[config.mk]
export PLATFORM = sky130hd
export DESIGN_NAME = psm_manager
export DESIGN_NICKNAME = d
export VERILOG_FILES = /design/src/rtl/psm_pkg.sv /design/src/rtl/psm_manager.sv /design/src/rtl/psm_word_step.sv
export SDC_FILE = /design/constraint.sdc
export NUM_CORES = 1
export LEC_CHECK = 0
export BUFFER_PORTS_ARGS = -buffer_cell sky130_fd_sc_hd__buf_2
export CAP_MARGIN = 10
export CORE_MARGIN = 2
export CORE_UTILIZATION = 45
export CTS_CLUSTER_SIZE = 30
export DETAILED_ROUTE_END_ITERATION = 10
export PLACE_DENSITY = 0.79
export SKIP_LAST_GASP = 1
export SYNTH_ARGS = -nofsm -noshare
export SYNTH_HDL_FRONTEND = slang
export SYNTH_SLANG_ARGS = --single-unit
[constraint.sdc]
create_clock -name clk -period 2.4 [get_ports clk]
set_input_delay 0.48 -clock clk [delete_from_list [all_inputs] [get_ports clk]]
set_output_delay 0.48 -clock clk [all_outputs]
set_load 0.01 [all_outputs]
[src/rtl/psm_pkg.sv]
// Package with register offsets, field positions, reset values and state codes
package psm_pkg;
    // Register offsets on the parameter access port
    localparam logic [15:0] PSM_FACTORY_RESTORE_OFS = 16'h0404;
    localparam logic [15:0] PSM_USER_RESET_OFS      = 16'h0410;
    // Command values
    localparam logic [15:0] PSM_USER_RESET_NONE     = 16'h0000;
    localparam logic [15:0] PSM_USER_RESET_GO       = 16'hFFFF;
    localparam logic [15:0] PSM_FACTORY_NONE        = 16'h0000;
    localparam logic [15:0] PSM_FACTORY_GO          = 16'h0001;
    // Field positions
    localparam int PSM_USER_RESET_BIT = 0;
    // Cycles for the card detect synchroniser to fill after reset
    localparam int PSM_SYNC_CYCLES = 2;
    // Parameter store geometry
    localparam int PSM_ADDR_W = 6;
    localparam int PSM_WORDS  = 64;
    // Words of the parameter set that a user reset keeps
    localparam logic [5:0] PSM_COMM_FIRST  = 6'h00;
    localparam logic [5:0] PSM_COMM_LAST   = 6'h07;
    localparam logic [5:0] PSM_INVERT_WORD = 6'h08;
    localparam logic [5:0] PSM_IO_FIRST    = 6'h09;
    localparam logic [5:0] PSM_IO_LAST     = 6'h0F;
    // Reset values
    localparam logic [15:0] PSM_REG_RESET  = 16'h0000;
    localparam logic [7:0]  PSM_ERR_RESET  = 8'h00;
    // Error memory codes
    localparam logic [7:0] PSM_ERR_CARD_READ  = 8'h01;
    localparam logic [7:0] PSM_ERR_CARD_WRITE = 8'h02;
    localparam logic [7:0] PSM_ERR_MISMATCH   = 8'h03;

    typedef enum logic [3:0] {
        PSM_IDLE       = 4'h0,
        PSM_BOOT_CMP   = 4'h1,
        PSM_TO_CARD    = 4'h2,
        PSM_FROM_CARD  = 4'h3,
        PSM_RUN        = 4'h4,
        PSM_USER_RST   = 4'h5,
        PSM_FACT_RST   = 4'h6,
        PSM_SAVE       = 4'h7,
        PSM_WAIT_STORE = 4'h8
    } psm_state_t;
endpackage

[src/rtl/psm_manager.sv]
// Parameter store manager: card compare and copy, store mirror, reset commands
// What this block does
// RULE_01: At each power-up compare card contents with internal nonvolatile parameters.
// RULE_02: Every commit to nonvolatile storage is also written to the card; commitReq is dropped outside PSM_RUN or with an accepted command write.
// RULE_03: Empty card found at power-up receives the device parameters.
// RULE_04: Card from same fieldbus variant and size is loaded into the device.
// RULE_05: Card-loaded configuration takes effect only after a later power cycle.
// RULE_06: Card indicator stays off when no card is present or detected.
// RULE_07: Write-protected card is never written.
// RULE_08: User reset register: 0 does nothing, 65535 triggers; bit 0 restores defaults.
// RULE_09: User reset keeps communication, direction inversion and I/O function words.
// RULE_10: User reset values are not committed to nonvolatile storage.
// RULE_11: Both command writes accepted only while power stage disabled.
// RULE_12: User reset values become effective at next power stage enable.
// RULE_13: Entering state 2 after user reset defers values until power cycle.
// RULE_14: Writing 1 to factory restore loads defaults then commits them.
// RULE_15: Factory restore reads 0 once saving has finished.
// RULE_16: Restored factory defaults become active only at next power-up.
// RULE_17: Card copy carries fieldbus address and monitoring settings with the set.
// RULE_18: Failed detection, compare or transfer at power-up logs an error entry.
module psm_manager
    import psm_pkg::*;
(
    input  wire logic                  clk,            // System clock
    input  wire logic                  reset_n,        // Power-on reset, active low
    input  wire logic                  parWrite,       // Parameter write strobe
    input  wire logic                  parRead,        // Parameter read strobe
    input  wire logic [15:0]           parAddr,        // Parameter address
    input  wire logic [15:0]           parWdata,       // Parameter write data
    output logic      [15:0]           parRdata,       // Parameter read data
    output logic                       parReject,      // Write refused
    input  wire logic                  powerStageOn,   // Power stage enabled (pin)
    input  wire logic                  stateNotReady,  // Operating state 2 reached
    input  wire logic                  cardPresent,    // Card detected (pin)
    input  wire logic                  cardEmpty,      // Card holds no set
    input  wire logic                  cardCompatible, // Same fieldbus and size
    input  wire logic                  cardProtect,    // Card write-protected
    input  wire logic                  cardReadError,  // Card read failed
    input  wire logic [15:0]           cardRdata,      // Card word read
    output logic                       cardWe,         // Card word write
    output logic      [PSM_ADDR_W-1:0] cardAddr,       // Card word address
    output logic      [15:0]           cardWdata,      // Card write data
    output logic                       cardLed,        // Card indicator
    input  wire logic [15:0]           nvRdata,        // Nonvolatile word read
    output logic                       nvWe,           // Nonvolatile word write
    output logic      [PSM_ADDR_W-1:0] nvAddr,         // Nonvolatile word address
    output logic      [15:0]           nvWdata,        // Nonvolatile write data
    input  wire logic                  commitReq,      // Software commit of active set
    input  wire logic [15:0]           activeRdata,    // Active set word
    input  wire logic [15:0]           defaultRdata,   // Default value of word
    output logic                       pendingWe,      // Pending set write
    output logic      [PSM_ADDR_W-1:0] pendingAddr,    // Pending set address
    output logic      [15:0]           pendingWdata,   // Pending set data
    output logic                       applyOnEnable,  // Pending set loads at next enable
    output logic                       applyOnPowerUp, // Pending set loads at next power-up
    output logic                       errValid,       // Error memory entry
    output logic      [7:0]            errCode         // Error memory code
);
    // Pin synchronisers
    logic [1:0] pwrSync_q, presSync_q;
    logic [1:0] pwrSync_d, presSync_d;
    logic       pwrOn, present;

    always_comb begin
        pwrSync_d  = {pwrSync_q[0], powerStageOn};
        presSync_d = {presSync_q[0], cardPresent};
    end

    always_ff @(posedge clk or negedge reset_n) begin
        if (!reset_n) begin
            pwrSync_q  <= 2'h0;
            presSync_q <= 2'h0;
        end else begin
            pwrSync_q  <= pwrSync_d;
            presSync_q <= presSync_d;
        end
    end

    assign pwrOn   = pwrSync_q[1];
    assign present = presSync_q[1];

    // Word walker
    logic                  wClear, wStep, wLast;
    logic [PSM_ADDR_W-1:0] wIdx;

    psm_word_step u_step (
        .clk     (clk),
        .reset_n (reset_n),
        .clear   (wClear),
        .step    (wStep),
        .index   (wIdx),
        .last    (wLast)
    );

    // Control state
    psm_state_t state_q, state_d;
    logic [15:0] factory_q, factory_d;
    logic [15:0] user_q, user_d;
    logic        led_q, led_d;
    logic        apEn_q, apEn_d;
    logic        apPu_q, apPu_d;
    logic        err_q, err_d;
    logic [7:0]  code_q, code_d;
    logic        mismatch_q, mismatch_d;
    logic        keepWord;

    // Words a user reset must keep
    assign keepWord = (wIdx <= PSM_IO_LAST) && ((wIdx >= PSM_COMM_FIRST && wIdx <= PSM_COMM_LAST)
                      || wIdx == PSM_INVERT_WORD || wIdx >= PSM_IO_FIRST); // RULE_09

    // Next-state and datapath strobes
    always_comb begin
        state_d    = state_q;
        factory_d  = factory_q;
        user_d     = user_q;
        led_d      = led_q;
        apEn_d     = apEn_q;
        apPu_d     = apPu_q;
        err_d      = 1'b0;
        code_d     = code_q;
        mismatch_d = mismatch_q;
        wClear     = 1'b0;
        wStep      = 1'b0;
        cardWe     = 1'b0;
        cardWdata  = nvRdata;
        nvWe       = 1'b0;
        nvWdata    = defaultRdata;
        pendingWe  = 1'b0;
        pendingWdata = defaultRdata;
        parReject  = 1'b0;
        // Command writes, gated by the power stage
        if (parWrite && (parAddr == PSM_FACTORY_RESTORE_OFS || parAddr == PSM_USER_RESET_OFS)) begin
            if (pwrOn || state_q != PSM_RUN) begin
                parReject = 1'b1; // RULE_11
            end else if (parAddr == PSM_FACTORY_RESTORE_OFS) begin
                if (parWdata == PSM_FACTORY_GO) begin
                    factory_d = PSM_FACTORY_GO; // RULE_14
                    wClear    = 1'b1;
                    state_d   = PSM_FACT_RST;
                end else if (parWdata != PSM_FACTORY_NONE) begin
                    parReject = 1'b1;
                end
            end else begin
                if (parWdata == PSM_USER_RESET_GO) begin
                    user_d  = PSM_USER_RESET_GO; // RULE_08
                    wClear  = 1'b1;
                    state_d = PSM_USER_RST;
                end else if (parWdata != PSM_USER_RESET_NONE) begin
                    parReject = 1'b1; // RULE_08
                end
            end
        end
        // Deferred activation bookkeeping
        if (apEn_q && pwrOn) begin
            apEn_d = 1'b0; // RULE_12
        end
        if (apEn_q && stateNotReady) begin
            apEn_d = 1'b0;
            apPu_d = 1'b1; // RULE_13
        end
        case (state_q)
            PSM_IDLE: begin
                // Wait out the card detect synchroniser before deciding
                wClear     = (wIdx == PSM_ADDR_W'(PSM_SYNC_CYCLES));
                wStep      = 1'b1;
                mismatch_d = 1'b0;
                if (!wClear) begin
                    state_d = PSM_IDLE;
                end else if (!present) begin
                    led_d   = 1'b0; // RULE_06
                    state_d = PSM_RUN;
                end else if (cardReadError) begin
                    err_d   = 1'b1; // RULE_18
                    code_d  = PSM_ERR_CARD_READ;
                    state_d = PSM_RUN;
                end else if (cardEmpty) begin
                    led_d   = 1'b1;
                    state_d = cardProtect ? PSM_RUN : PSM_TO_CARD; // RULE_03
                end else begin
                    led_d   = 1'b1;
                    state_d = PSM_BOOT_CMP; // RULE_01
                end
            end
            PSM_BOOT_CMP: begin
                wStep = 1'b1;
                if (cardRdata != nvRdata) begin
                    mismatch_d = 1'b1; // RULE_01
                end
                if (wLast) begin
                    wClear = 1'b1;
                    if (!(mismatch_q || cardRdata != nvRdata)) begin
                        state_d = PSM_RUN;
                    end else if (cardCompatible) begin
                        state_d = PSM_FROM_CARD; // RULE_04
                    end else begin
                        err_d   = 1'b1; // RULE_18
                        code_d  = PSM_ERR_MISMATCH;
                        state_d = PSM_RUN;
                    end
                end
            end
            PSM_TO_CARD: begin
                cardWe    = 1'b1; // RULE_03
                cardWdata = nvRdata; // RULE_17
                wStep     = 1'b1;
                if (cardReadError) begin
                    err_d   = 1'b1; // RULE_18
                    code_d  = PSM_ERR_CARD_WRITE;
                    state_d = PSM_RUN;
                end else if (wLast) begin
                    state_d = PSM_RUN;
                end
            end
            PSM_FROM_CARD: begin
                nvWe    = 1'b1; // RULE_04
                nvWdata = cardRdata; // RULE_17
                wStep   = 1'b1;
                if (cardReadError) begin
                    err_d   = 1'b1; // RULE_18
                    code_d  = PSM_ERR_CARD_READ;
                    state_d = PSM_RUN;
                end else if (wLast) begin
                    apPu_d  = 1'b1; // RULE_05
                    state_d = PSM_RUN;
                end
            end
            PSM_USER_RST: begin
                // Defaults go to the pending set only, never to storage
                pendingWe    = user_q[PSM_USER_RESET_BIT] && !keepWord; // RULE_09 RULE_10
                pendingWdata = defaultRdata;
                wStep        = 1'b1;
                if (wLast) begin
                    user_d  = PSM_USER_RESET_NONE;
                    apEn_d  = 1'b1; // RULE_12
                    state_d = PSM_RUN;
                end
            end
            PSM_FACT_RST: begin
                nvWe    = 1'b1; // RULE_14
                nvWdata = defaultRdata;
                wStep   = 1'b1;
                if (wLast) begin
                    wClear  = 1'b1;
                    state_d = PSM_SAVE;
                end
            end
            PSM_SAVE, PSM_WAIT_STORE: begin
                // Mirror the committed set to the card
                cardWe    = present && !cardProtect; // RULE_02 RULE_07
                cardWdata = nvRdata;
                wStep     = 1'b1;
                if (wLast) begin
                    if (state_q == PSM_SAVE) begin
                        factory_d = PSM_FACTORY_NONE; // RULE_15
                        apPu_d    = 1'b1; // RULE_16
                    end
                    state_d = PSM_RUN;
                end
            end
            PSM_RUN: begin
                led_d = present; // RULE_06
                if (commitReq && state_d == PSM_RUN) begin
                    wClear  = 1'b1;
                    state_d = PSM_WAIT_STORE; // RULE_02
                end
            end
            default: begin
                state_d = PSM_IDLE;
            end
        endcase
    end

    // Control registers
    always_ff @(posedge clk or negedge reset_n) begin
        if (!reset_n) begin
            state_q    <= PSM_IDLE;
            factory_q  <= PSM_REG_RESET;
            user_q     <= PSM_REG_RESET;
            led_q      <= 1'b0;
            apEn_q     <= 1'b0;
            apPu_q     <= 1'b0;
            err_q      <= 1'b0;
            code_q     <= PSM_ERR_RESET;
            mismatch_q <= 1'b0;
        end else begin
            state_q    <= state_d;
            factory_q  <= factory_d;
            user_q     <= user_d;
            led_q      <= led_d;
            apEn_q     <= apEn_d;
            apPu_q     <= apPu_d;
            err_q      <= err_d;
            code_q     <= code_d;
            mismatch_q <= mismatch_d;
        end
    end

    // Read data register
    logic [15:0] rdata_q, rdata_d;

    always_comb begin
        rdata_d = rdata_q;
        if (parRead) begin
            case (parAddr)
                PSM_FACTORY_RESTORE_OFS: rdata_d = factory_q; // RULE_15
                PSM_USER_RESET_OFS:      rdata_d = user_q;
                default:                 rdata_d = 16'h0000;
            endcase
        end
    end

    always_ff @(posedge clk or negedge reset_n) begin
        if (!reset_n) begin
            rdata_q <= 16'h0000;
        end else begin
            rdata_q <= rdata_d;
        end
    end

    // Outputs
    assign parRdata       = rdata_q;
    assign cardAddr       = wIdx;
    assign nvAddr         = wIdx;
    assign pendingAddr    = wIdx;
    assign cardLed        = led_q;
    assign applyOnEnable  = apEn_q;
    assign applyOnPowerUp = apPu_q;
    assign errValid       = err_q;
    assign errCode        = code_q;

    // activeRdata is the source for software commits held by the store itself
    logic unusedActive;
    assign unusedActive = ^activeRdata;
endmodule

[src/rtl/psm_word_step.sv]
// Word counter that walks the parameter store and reports the last word
module psm_word_step
    import psm_pkg::*;
(
    input  wire logic                  clk,     // System clock
    input  wire logic                  reset_n, // Async reset, active low
    input  wire logic                  clear,   // Restart at word 0
    input  wire logic                  step,    // Advance one word
    output logic      [PSM_ADDR_W-1:0] index,   // Current word
    output logic                       last     // Current word is the final one
);
    logic [PSM_ADDR_W-1:0] index_q;
    logic [PSM_ADDR_W-1:0] index_d;

    // Next index
    always_comb begin
        index_d = index_q;
        if (clear) begin
            index_d = '0;
        end else if (step) begin
            index_d = index_q + 1'b1;
        end
    end

    // Index register
    always_ff @(posedge clk or negedge reset_n) begin
        if (!reset_n) begin
            index_q <= '0;
        end else begin
            index_q <= index_d;
        end
    end

    assign index = index_q;
    assign last  = (index_q == PSM_ADDR_W'(PSM_WORDS - 1));
endmodule

==> results of run 1 <==
## sequential cells by signal, summed over array words and instances (netlist names)
register        count
mismatch_q          1
u_step.index        6
factory_q          16
errValid            1
parRdata           16
cardLed             1
user_q             16
errCode             2
state_q             4
pwrSync_q           2
presSync_q          2
applyOnPowerUp      1
applyOnEnable       1
## through the flow
step,TNS [ps],setup WS [ps]
2_1_floorplan,0,197
3_3_place_gp,0,29.5
3_5_place_dp,-17.4,-17.4
4_1_cts,0,14.5
5_1_grt,-41.7,-41.7
6_report,0,32.1
## how the worst max path moves through the flow
stage | slack [ps] | cells after the start | endpoint | from
4_1_cts | 10 | 7 | parReject | parAddr[5]
6_report | 30 | 7 | parReject | parAddr[1]
5_1_grt | -40 | 7 | parReject | parAddr[1]
3_5_place_dp | -20 | 7 | parReject | parAddr[1]
2_1_floorplan | 200 | 6 | nvWdata[10] | state_q[2]$_DFF_PN0_
3_3_place_gp | 30 | 7 | parReject | parAddr[1]
## layout make-up
type	instances	area (um^2)
Fill cell	789	3630
Multi-Input combinational cell	275	1920
Sequential cell	69	1730
Timing Repair Buffer	204	1090
Tap cell	108	135
Clock buffer	9	124
Clock inverter	7	105
Inverter	6	22.5
## cell families after synthesis
family          count (synthesis)  share of synthesized area
mux                            18                     0.0493
other cells                     1                   0.000917
xor+xnor                       23                     0.0493
compound gates                 86                      0.141
flops                          69                      0.422
simple gates                  137                      0.205
buf+inv                        73                      0.117
fa+ha+maj                       5                     0.0153
## worst register-to-register path: cells and delay by family, from the launching register on
kind,cells,cell delay [ps]
flops,1,480
simple gates,5,1150
compound gates,1,230
fa+ha+maj,1,230
## where the power goes
group | switching, W | internal (W)
sequential | 0.000111 | 0.00127
combinational | 0.000668 | 0.000510
clock | 0.000481 | 0.000603
total | 0.00126 | 0.00238
## timing repair
item	CTS	global route
gates cloned	0	0
setup buffers	0	1
pin swaps	2	2
endpoints found under the setup margin	17	17
gates resized for setup	4	2
endpoints found under the hold margin	0	0
## metal layers
metal  vias up  global-route usage
li1       1712                   -
met1      1767               0.258
met2       170               0.398
met3        16              0.0471
met4         0              0.0885
met5         -                   0
## layout by cell type, fill, tap and decap left out, types with 10 or more instances in the layout
cell type,instances
nor4_1,12
a21oi_1,27
a22oi_1,17
dfrtp_1,69
buf_4,19
mux2_2,17
nor2_1,39
xor2_1,21
and2_4,10
nand2_1,10
buf_2,183
o21a_1,19
==> metrics, run 1 <==
startpoint class of the critical path input pin; first-pass GRT wire length 17300 um; DRC viols 0; DP Wirelength 8410 um; final setup fails 0; R2R Setup Slk 190 ps; routed wl met3 652 um; CTS tree built; Leak 2.58 nW; DR WL/cell 16.1 um; Synth-to-Final Area Change 25.4%; DR vias 3665; Overall Power 0.00364 W; status completed; relative slew slack 0.639; Crit Reg-Reg Startpoint u_step.index[0]$_DFFE_PN0P_; Crit Reg-Reg Endpoint factory_q[2]$_DFF_PN0_; WL final 10900 um; number of DRC markers in iteration 0 151; share of cells above drive strength 1 0.468; DR vias/cell 5.41; Std-Cell Rows 34; Async SR Flop Fraction 1.00; GPL Wtd Cong 0.838; Post-CTS Hold Fix Bufs 0; Post-synth EDFFs 0; Synth area leaders dfrtp_1, buf_4, mux2_2, xor2_1, nor2_1; number of synthesized register bits 69; Slew Viols, Final 0; H-tree levels 3; largest net degree at the start of global routing 70; number of max-cap violations 0; crit path cell chain buf_2, nor4_4, nand4_4, or3b_4, a31oi_2, o31a_1, buf_2; Final Core Density 0.585; Clock Skews 9.25 ps; f_max 422 MHz; Hold Crit Class in -> async; Starting Density 0.467; CORE AREA 0.00876 mm^2; dpl cells 661; post-layout min period 2370 ps; die area 0.00987 mm^2; Metal-1 WL 4230 um; io pins 206; Syn Area/Cell 9.92 um^2; clk buf depth 2; Reg clk slew, reported paths 90 ps; Tcrit/Tclk final 0.987; Worst Setup End Kind primary output; post-route ant nets 0; Gate Count Post-Synth 412; CP delay by family, top simple AND/OR/NAND/NOR gates; I/O Buffers 183; DR WL met2 5770 um; grt total ovfl 0; cell mode on critical path buf_2; WP buf/inv 2; Worst-Margin Slew 537 ps; Layout Nets 678; Crit Path Class in -> out; Cell Count, Final, Fillers Out 678; Placed Instance Area 0.00487 mm^2; initial antenna violation count 0; gr usage total 0.222; Crit path arrival time 1890 ps; chip height 99.3 um; slowest stage cell, crit path or3b_4; crit path max fanout 2; post-synthesis sequential area ratio 0.422; WHS 121 ps; # diodes 0; Yosys top cell by area dfrtp_1; synth cell count leaders dfrtp_1, buf_4, nor2_1; Max IR drop VDD 0.298 mV; DR top layer met4; Max stage delay on crit path 410 ps; Yosys cell types 55; root buf cell clkbuf_8; Worst EP required 1920 ps; most common flop cell mapped by yosys dfrtp_1; total number of yosys warnings 0; count leader, synth dfrtp_1; CTS sink cnt 69; Clk Latency, worst-skew pair 340 ps; Pwr Density 710 mW/mm^2; Reg2Reg Depth 7; die span in x 99.3 um; cell area after synthesis 0.00409 mm^2; RSZ-0062 raised after global routing yes; cell area after layout 0.00513 mm^2; vias in the first global route 3556; Inserted Clock Buffers 9; final hold viol count 0; first drt pass iteration count 5; Synth top area share 0.422
Power figures use the tool's default switching activity.
==> run 2, diff against run 1 <==
- ABC_AREA: unset -> 1
- CORE_UTILIZATION: 45 -> 47
- PLACE_DENSITY: 0.79 -> 0.81
==> run 2 against run 1 <==
Clock skew increased by 1.4 ps. Critical path depth down 1. Final cell count up 12%. Die area about the same. Design area grew 1.9%. Critical path type is now reg -> out. Sequential share of layout area is 0.54 points lower. Non-clock buffer count shrank 9. Synthesized cell count is 21% higher. Register-to-register slack gained 420 ps. Sequential cell count unchanged. Wire length shrank 2.6%. Power decreased by 3.1%.
==> metrics, run 2 <==
number of max-cap violations 0; final hold viol count 0; post-route ant nets 0; cell area after layout 0.00522 mm^2; Clock power frac 0.274; Seq pwr share 0.387; Hold Crit Class in -> async; Syn Area/Cell 8.55 um^2; Async SR Flop Fraction 1.00; clk buf depth 2; Crit Path Class reg -> out; Reg clk slew, reported paths 80 ps; DR vias/cell 5.14; Post-CTS Hold Fix Bufs 0; Synth top area share 0.404; Worst-Margin Slew 593 ps; Worst EP required 1920 ps; crit path max fanout 20; Worst Setup End Kind primary output; cell area after synthesis 0.00427 mm^2; Sw Share 0.370; post-layout min period 2290 ps; cell mode on critical path nand2_1; # diodes 0; WL final 10600 um; Inserted Clock Buffers 9; GPL Wtd Cong 0.853; startpoint class of the critical path flip-flop; CORE AREA 0.00876 mm^2; Gate Count Post-Synth 500; Pwr Density 675 mW/mm^2; Yosys top cell by area dfrtp_1; Layout Nets 762; Synth-to-Final Area Change 22.2%; post-synthesis sequential area ratio 0.404; root buf cell clkbuf_8; Post-synth EDFFs 0; Max IR drop VDD 0.379 mV; Yosys cell types 42; largest net degree at the start of global routing 33; Clk Latency, worst-skew pair 340 ps; gr usage total 0.218; f_max 437 MHz; most frequent cells in the layout buf_2, dfrtp_1, inv_1; number of DRC markers in iteration 0 186; DR WL/cell 13.9 um; status completed; Leak 2.89 nW; DRC viols 0; chip height 99.4 um; Combinational Power Share 0.339; Std-Cell Rows 34; synth cell count leaders dfrtp_1, inv_1, nor2_1; Max stage delay on crit path 470 ps; WHS 128 ps; CTS sink cnt 69; Placed Instance Area 0.00498 mm^2; first-pass GRT wire length 17500 um; Synth area leaders dfrtp_1, buf_4, inv_1, nor2_1, nand2_1; Slew Viols, Final 0; die area 0.00987 mm^2; commonest non-fill, non-tap cell in the layout buf_2; io pins 206; slowest stage cell, crit path dfrtp_2; number of synthesized register bits 69; crit path cell chain nand2_1, inv_1, nand2_1, buf_6, mux2_2, buf_2; share of cells above drive strength 1 0.419; grt total ovfl 0; H-tree levels 3; setup tns final 0 ps; CTS tree built; critical path launch point state_q[1]$_DFF_PN0_; Clock Skews 10.6 ps; Psw 0.00131 W; Crit Reg-Reg Startpoint u_step.index[0]$_DFFE_PN0P_; RSZ-0062 raised after global routing no; Tcrit/Tclk final 0.954; first drt pass iteration count 4; Starting Density 0.488; Power Internal 0.00222 W; vias in the first global route 3863; final setup fails 0; total number of yosys warnings 0; Crit path arrival time 1810 ps; I/O Buffers 183; die span in x 99.4 um; DR vias 3913; most common flop cell mapped by yosys dfrtp_1; DP Wirelength 8240 um; count leader, synth dfrtp_1; relative slew slack 0.604; initial antenna violation count 0; Overall Power 0.00353 W
run 2: cell count changes in the layout (fill, tap and decap cells not counted), sizes merged, moves of 11 or more:
cell,delta
a22oi,-17
and2,-18
inv,+64
nand2,+49
nor2,+33
nor3,+11
nor4,-14
o221ai,+17
xnor2,+11
xor2,-16
run 2: final cells by class:
class / count / area, um^2
tap: 108 / 135
clock inverter: 7 / 82.6
clock buffer: 9 / 124
inverter: 72 / 270
fill: 780 / 3540
multi-input combinational: 302 / 1870
sequential: 69 / 1730
timing repair buffer: 195 / 1010
run 2: layer usage:
layer  vias up  track usage  share of wire
met2       152        0.384           0.51
met4         0       0.0527          0.011
li1       1877            -              -
met3        14       0.0513          0.064
met5         -            0              0
met1      1870        0.273           0.41
run 2: logic make-up (layout without fill, tap and decap cells):
| group | count (synthesis) | in the layout | synth area share |
|---|---|---|---|
| AND/OR/NAND/NOR | 183 | 183 | 0.225 |
| buffers and inverters | 134 | 283 | 0.164 |
| AO/OA/AOI/OAI | 77 | 77 | 0.121 |
| flip-flops | 69 | 69 | 0.404 |
| XOR/XNOR | 18 | 18 | 0.0369 |
| multiplexers | 13 | 13 | 0.0343 |
| adder cells (fa/ha/maj) | 5 | 5 | 0.0146 |
| other | 1 | 6 | 0.000877 |
run 2: worst max-delay path, delay by kind of cell, from the launching register on:
family	cells	cell delay, ps
muxes	1	350
buffers and inverters	3	410
and+or+nand+nor	2	220
DFF	1	470
run 2: through the flow:
stage,worst slack (ps),instances,utilization
after CTS,36.1,759,0.592
after global routing,1.17,762,0.596
after floorplan,534,505,-
after global placement,283,743,0.569
final,110,762,0.596
after detailed placement,205,743,0.569
run 2: what timing repair did:
action                                  CTS  global route
hold endpoints to repair                  0             0
endpoints found under the setup margin   13            14
buffers inserted                          0             3
gates resized for setup                   1             4
run 2: final timing paths:
kind / cells after the start / endpoint / slack (ps)
hold / removal: 1 / parRdata[7]$_DFFE_PN0P_ / 130
setup reg to reg: 11 / u_step.index[0]$_DFFE_PN0P_ / 610
min in group clk: 1 / presSync_q[0]$_DFF_PN0_ / 250
max in group asynchronous: 2 / state_q[1]$_DFF_PN0_ / 1520
hold reg to reg: 0 / pwrSync_q[1]$_DFF_PN0_ / 360
setup / recovery: 6 / nvWdata[1] / 110
run 2: power groups by stage:
stage               combinational (W)  sequential, W  clock, W
floorplan                    0.000849        0.00140         0
global placement              0.00116        0.00138         0
detailed placement            0.00119        0.00139         0
CTS                           0.00120        0.00136  0.000983
global route                  0.00132        0.00138   0.00105
finish                        0.00120        0.00137  0.000967
==> run 3, diff against run 2 <==
--- a/config.mk
+++ b/config.mk
@@ -9,3 +9,3 @@
 export BUFFER_PORTS_ARGS = -buffer_cell sky130_fd_sc_hd__buf_2
-export CAP_MARGIN = 10
+export CAP_MARGIN = 30
 export CORE_MARGIN = 2
@@ -15,2 +15,3 @@
 export PLACE_DENSITY = 0.81
+export SETUP_SLACK_MARGIN = 0.3
 export SKIP_LAST_GASP = 1
==> constraint.sdc (replaced) <==
create_clock -name clk -period 2.4 [get_ports clk]
set_input_delay 0.24 -clock clk [delete_from_list [all_inputs] [get_ports clk]]
set_output_delay 0.24 -clock clk [all_outputs]
set_load 0.01 [all_outputs]
==> run 3 against run 2 <==
Sequential share of layout area increased by 0.16 points. Critical path depth is the same. Sequential cell count is the same. Register-to-register slack got worse by 90 ps. First-iteration DRC count up 1.6%. Design area shrank 0.34%. Worst hold slack got worse by 100 ps. Highest routed layer unchanged.
==> metrics, run 3 (same netlist as run 2, synthesis figures left out) <==
Synth-to-Final Area Change 21.8%; Pwr Density 651 mW/mm^2; CTS sink cnt 69; Seq pwr share 0.405; CP Depth 6; Layout Nets 761; setup tns final 0 ps; WL final 10300 um; relative slew slack 0.637; DR vias/cell 5.09; Inserted Clock Buffers 9; vias in the first global route 3688; most frequent cells in the layout buf_2, dfrtp_1, inv_1; GPL Wtd Cong 0.855; Clock power frac 0.244; I/O Buffers 183; Worst EP required 2160 ps; largest net degree at the start of global routing 33; Tcrit/Tclk final 0.826; gr usage total 0.209; CP delay by family, top flip-flops; Crit Path Class reg -> out; Std-Cell Rows 34; io pins 206; CTS tree built; chip height 99.4 um; startpoint class of the critical path flip-flop; number of max-cap violations 0; WP buf/inv 3; final hold viol count 0; Reg2Reg Depth 10; grt total ovfl 0; Clk Latency, worst-skew pair 350 ps; clk buf depth 2; post-route ant nets 0; post-layout min period 1980 ps; commonest non-fill, non-tap cell in the layout buf_2; Reg clk slew, reported paths 70 ps; crit path cell chain nand2_2, inv_1, nand2_1, buf_8, mux2_2, buf_2; die area 0.00987 mm^2; RSZ-0062 raised after global routing no; Power Internal 0.00213 W; DP Wirelength 8040 um; DRC viols 0; Worst Setup End Kind primary output; number of DRC markers in iteration 0 189; Slew Viols, Final 0; slowest stage cell, crit path dfrtp_2; Hold Crit Class in -> reg; Starting Density 0.488; die span in x 99.4 um; DR WL/cell 13.6 um; Clock Skews 10.4 ps; Crit path arrival time 1740 ps; WHS 25.9 ps; Psw 0.00126 W; CORE AREA 0.00876 mm^2; root buf cell clkbuf_8; first drt pass iteration count 4; final setup fails 0; share of cells above drive strength 1 0.420; f_max 505 MHz; status completed; Sw Share 0.371; Max stage delay on crit path 460 ps; Leak 2.87 nW; H-tree levels 3; Combinational Power Share 0.351; Hold Crit Depth 1; DR vias 3871; initial antenna violation count 0; crit path max fanout 20; first-pass GRT wire length 16600 um; # diodes 0; Max IR drop VDD 0.433 mV; Worst-Margin Slew 544 ps
-- run 3: changes by cell type in the layout (fill, tap and decap cells not counted), moves of 2 or more --
| cell | change |
|---|---|
| dfrtp_2 | +2 |
| buf_4 | -3 |
| dfrtp_1 | -2 |
| dlygate4sd3_1 | +2 |
-- run 3: repair_timing --
action,in CTS,in global routing
endpoints found under the setup margin,13,15
gates cloned,0,0
hold buffers,2,0
hold endpoints to repair,21,0
gates resized for setup,3,8
setup buffers,0,3
pin swaps,0,2
-- run 3: stage by stage --
step | cells | power, W | setup slack (ps) | cell area [um^2] | utilization
3_3_place_gp | 740 | 0.00252 | 491 | 4960 | 0.566
5_1_grt | 760 | 0.00361 | 310 | 5210 | 0.594
3_5_place_dp | 740 | 0.00256 | 409 | 4960 | 0.566
6_report | 760 | 0.00339 | 418 | 5210 | 0.594
4_1_cts | 757 | 0.00340 | 302 | 5160 | 0.589
2_1_floorplan | 505 | 0.00225 | 692 | 4290 | -
-- run 3: final cells by class --
cell class | count | area [um^2]
well taps | 108 | 135
multi-input cells | 302 | 1880
fillers | 780 | 3560
inverters | 72 | 270
clock inverters | 5 | 37.5
flip-flops and latches | 69 | 1730
clock buffers | 10 | 138
repair buffers | 194 | 1010
-- run 3: path summary, 6_finish.rpt --
kind / start / endpoint / slack (ps)
min reg2reg: pwrSync_q[0]$_DFF_PN0_ / pwrSync_q[1]$_DFF_PN0_ / 350
min: powerStageOn / pwrSync_q[0]$_DFF_PN0_ / 30
min in group asynchronous: reset_n / parRdata[10]$_DFFE_PN0P_ / 390
max: state_q[1]$_DFF_PN0_ / nvWdata[12] / 420
max in group asynchronous: reset_n / u_step.index[1]$_DFFE_PN0P_ / 1270
max reg2reg: state_q[1]$_DFF_PN0_ / u_step.index[1]$_DFFE_PN0P_ / 520
-- run 3: power groups by stage --
stage | logic (W) | registers (W) | clock network [W]
2_1_floorplan | 0.000849 | 0.00140 | 0
3_3_place_gp | 0.00114 | 0.00138 | 0
3_5_place_dp | 0.00117 | 0.00139 | 0
4_1_cts | 0.00118 | 0.00137 | 0.000845
5_1_grt | 0.00132 | 0.00139 | 0.000905
6_report | 0.00119 | 0.00137 | 0.000827
-- run 3: routing by layer --
metal	wire (um)	global-route usage	vias up
met4	140	0.0643	0
met3	620	0.0478	16
li1	-	-	1872
met5	0	0	-
met1	4340	0.263	1839
met2	5220	0.358	144
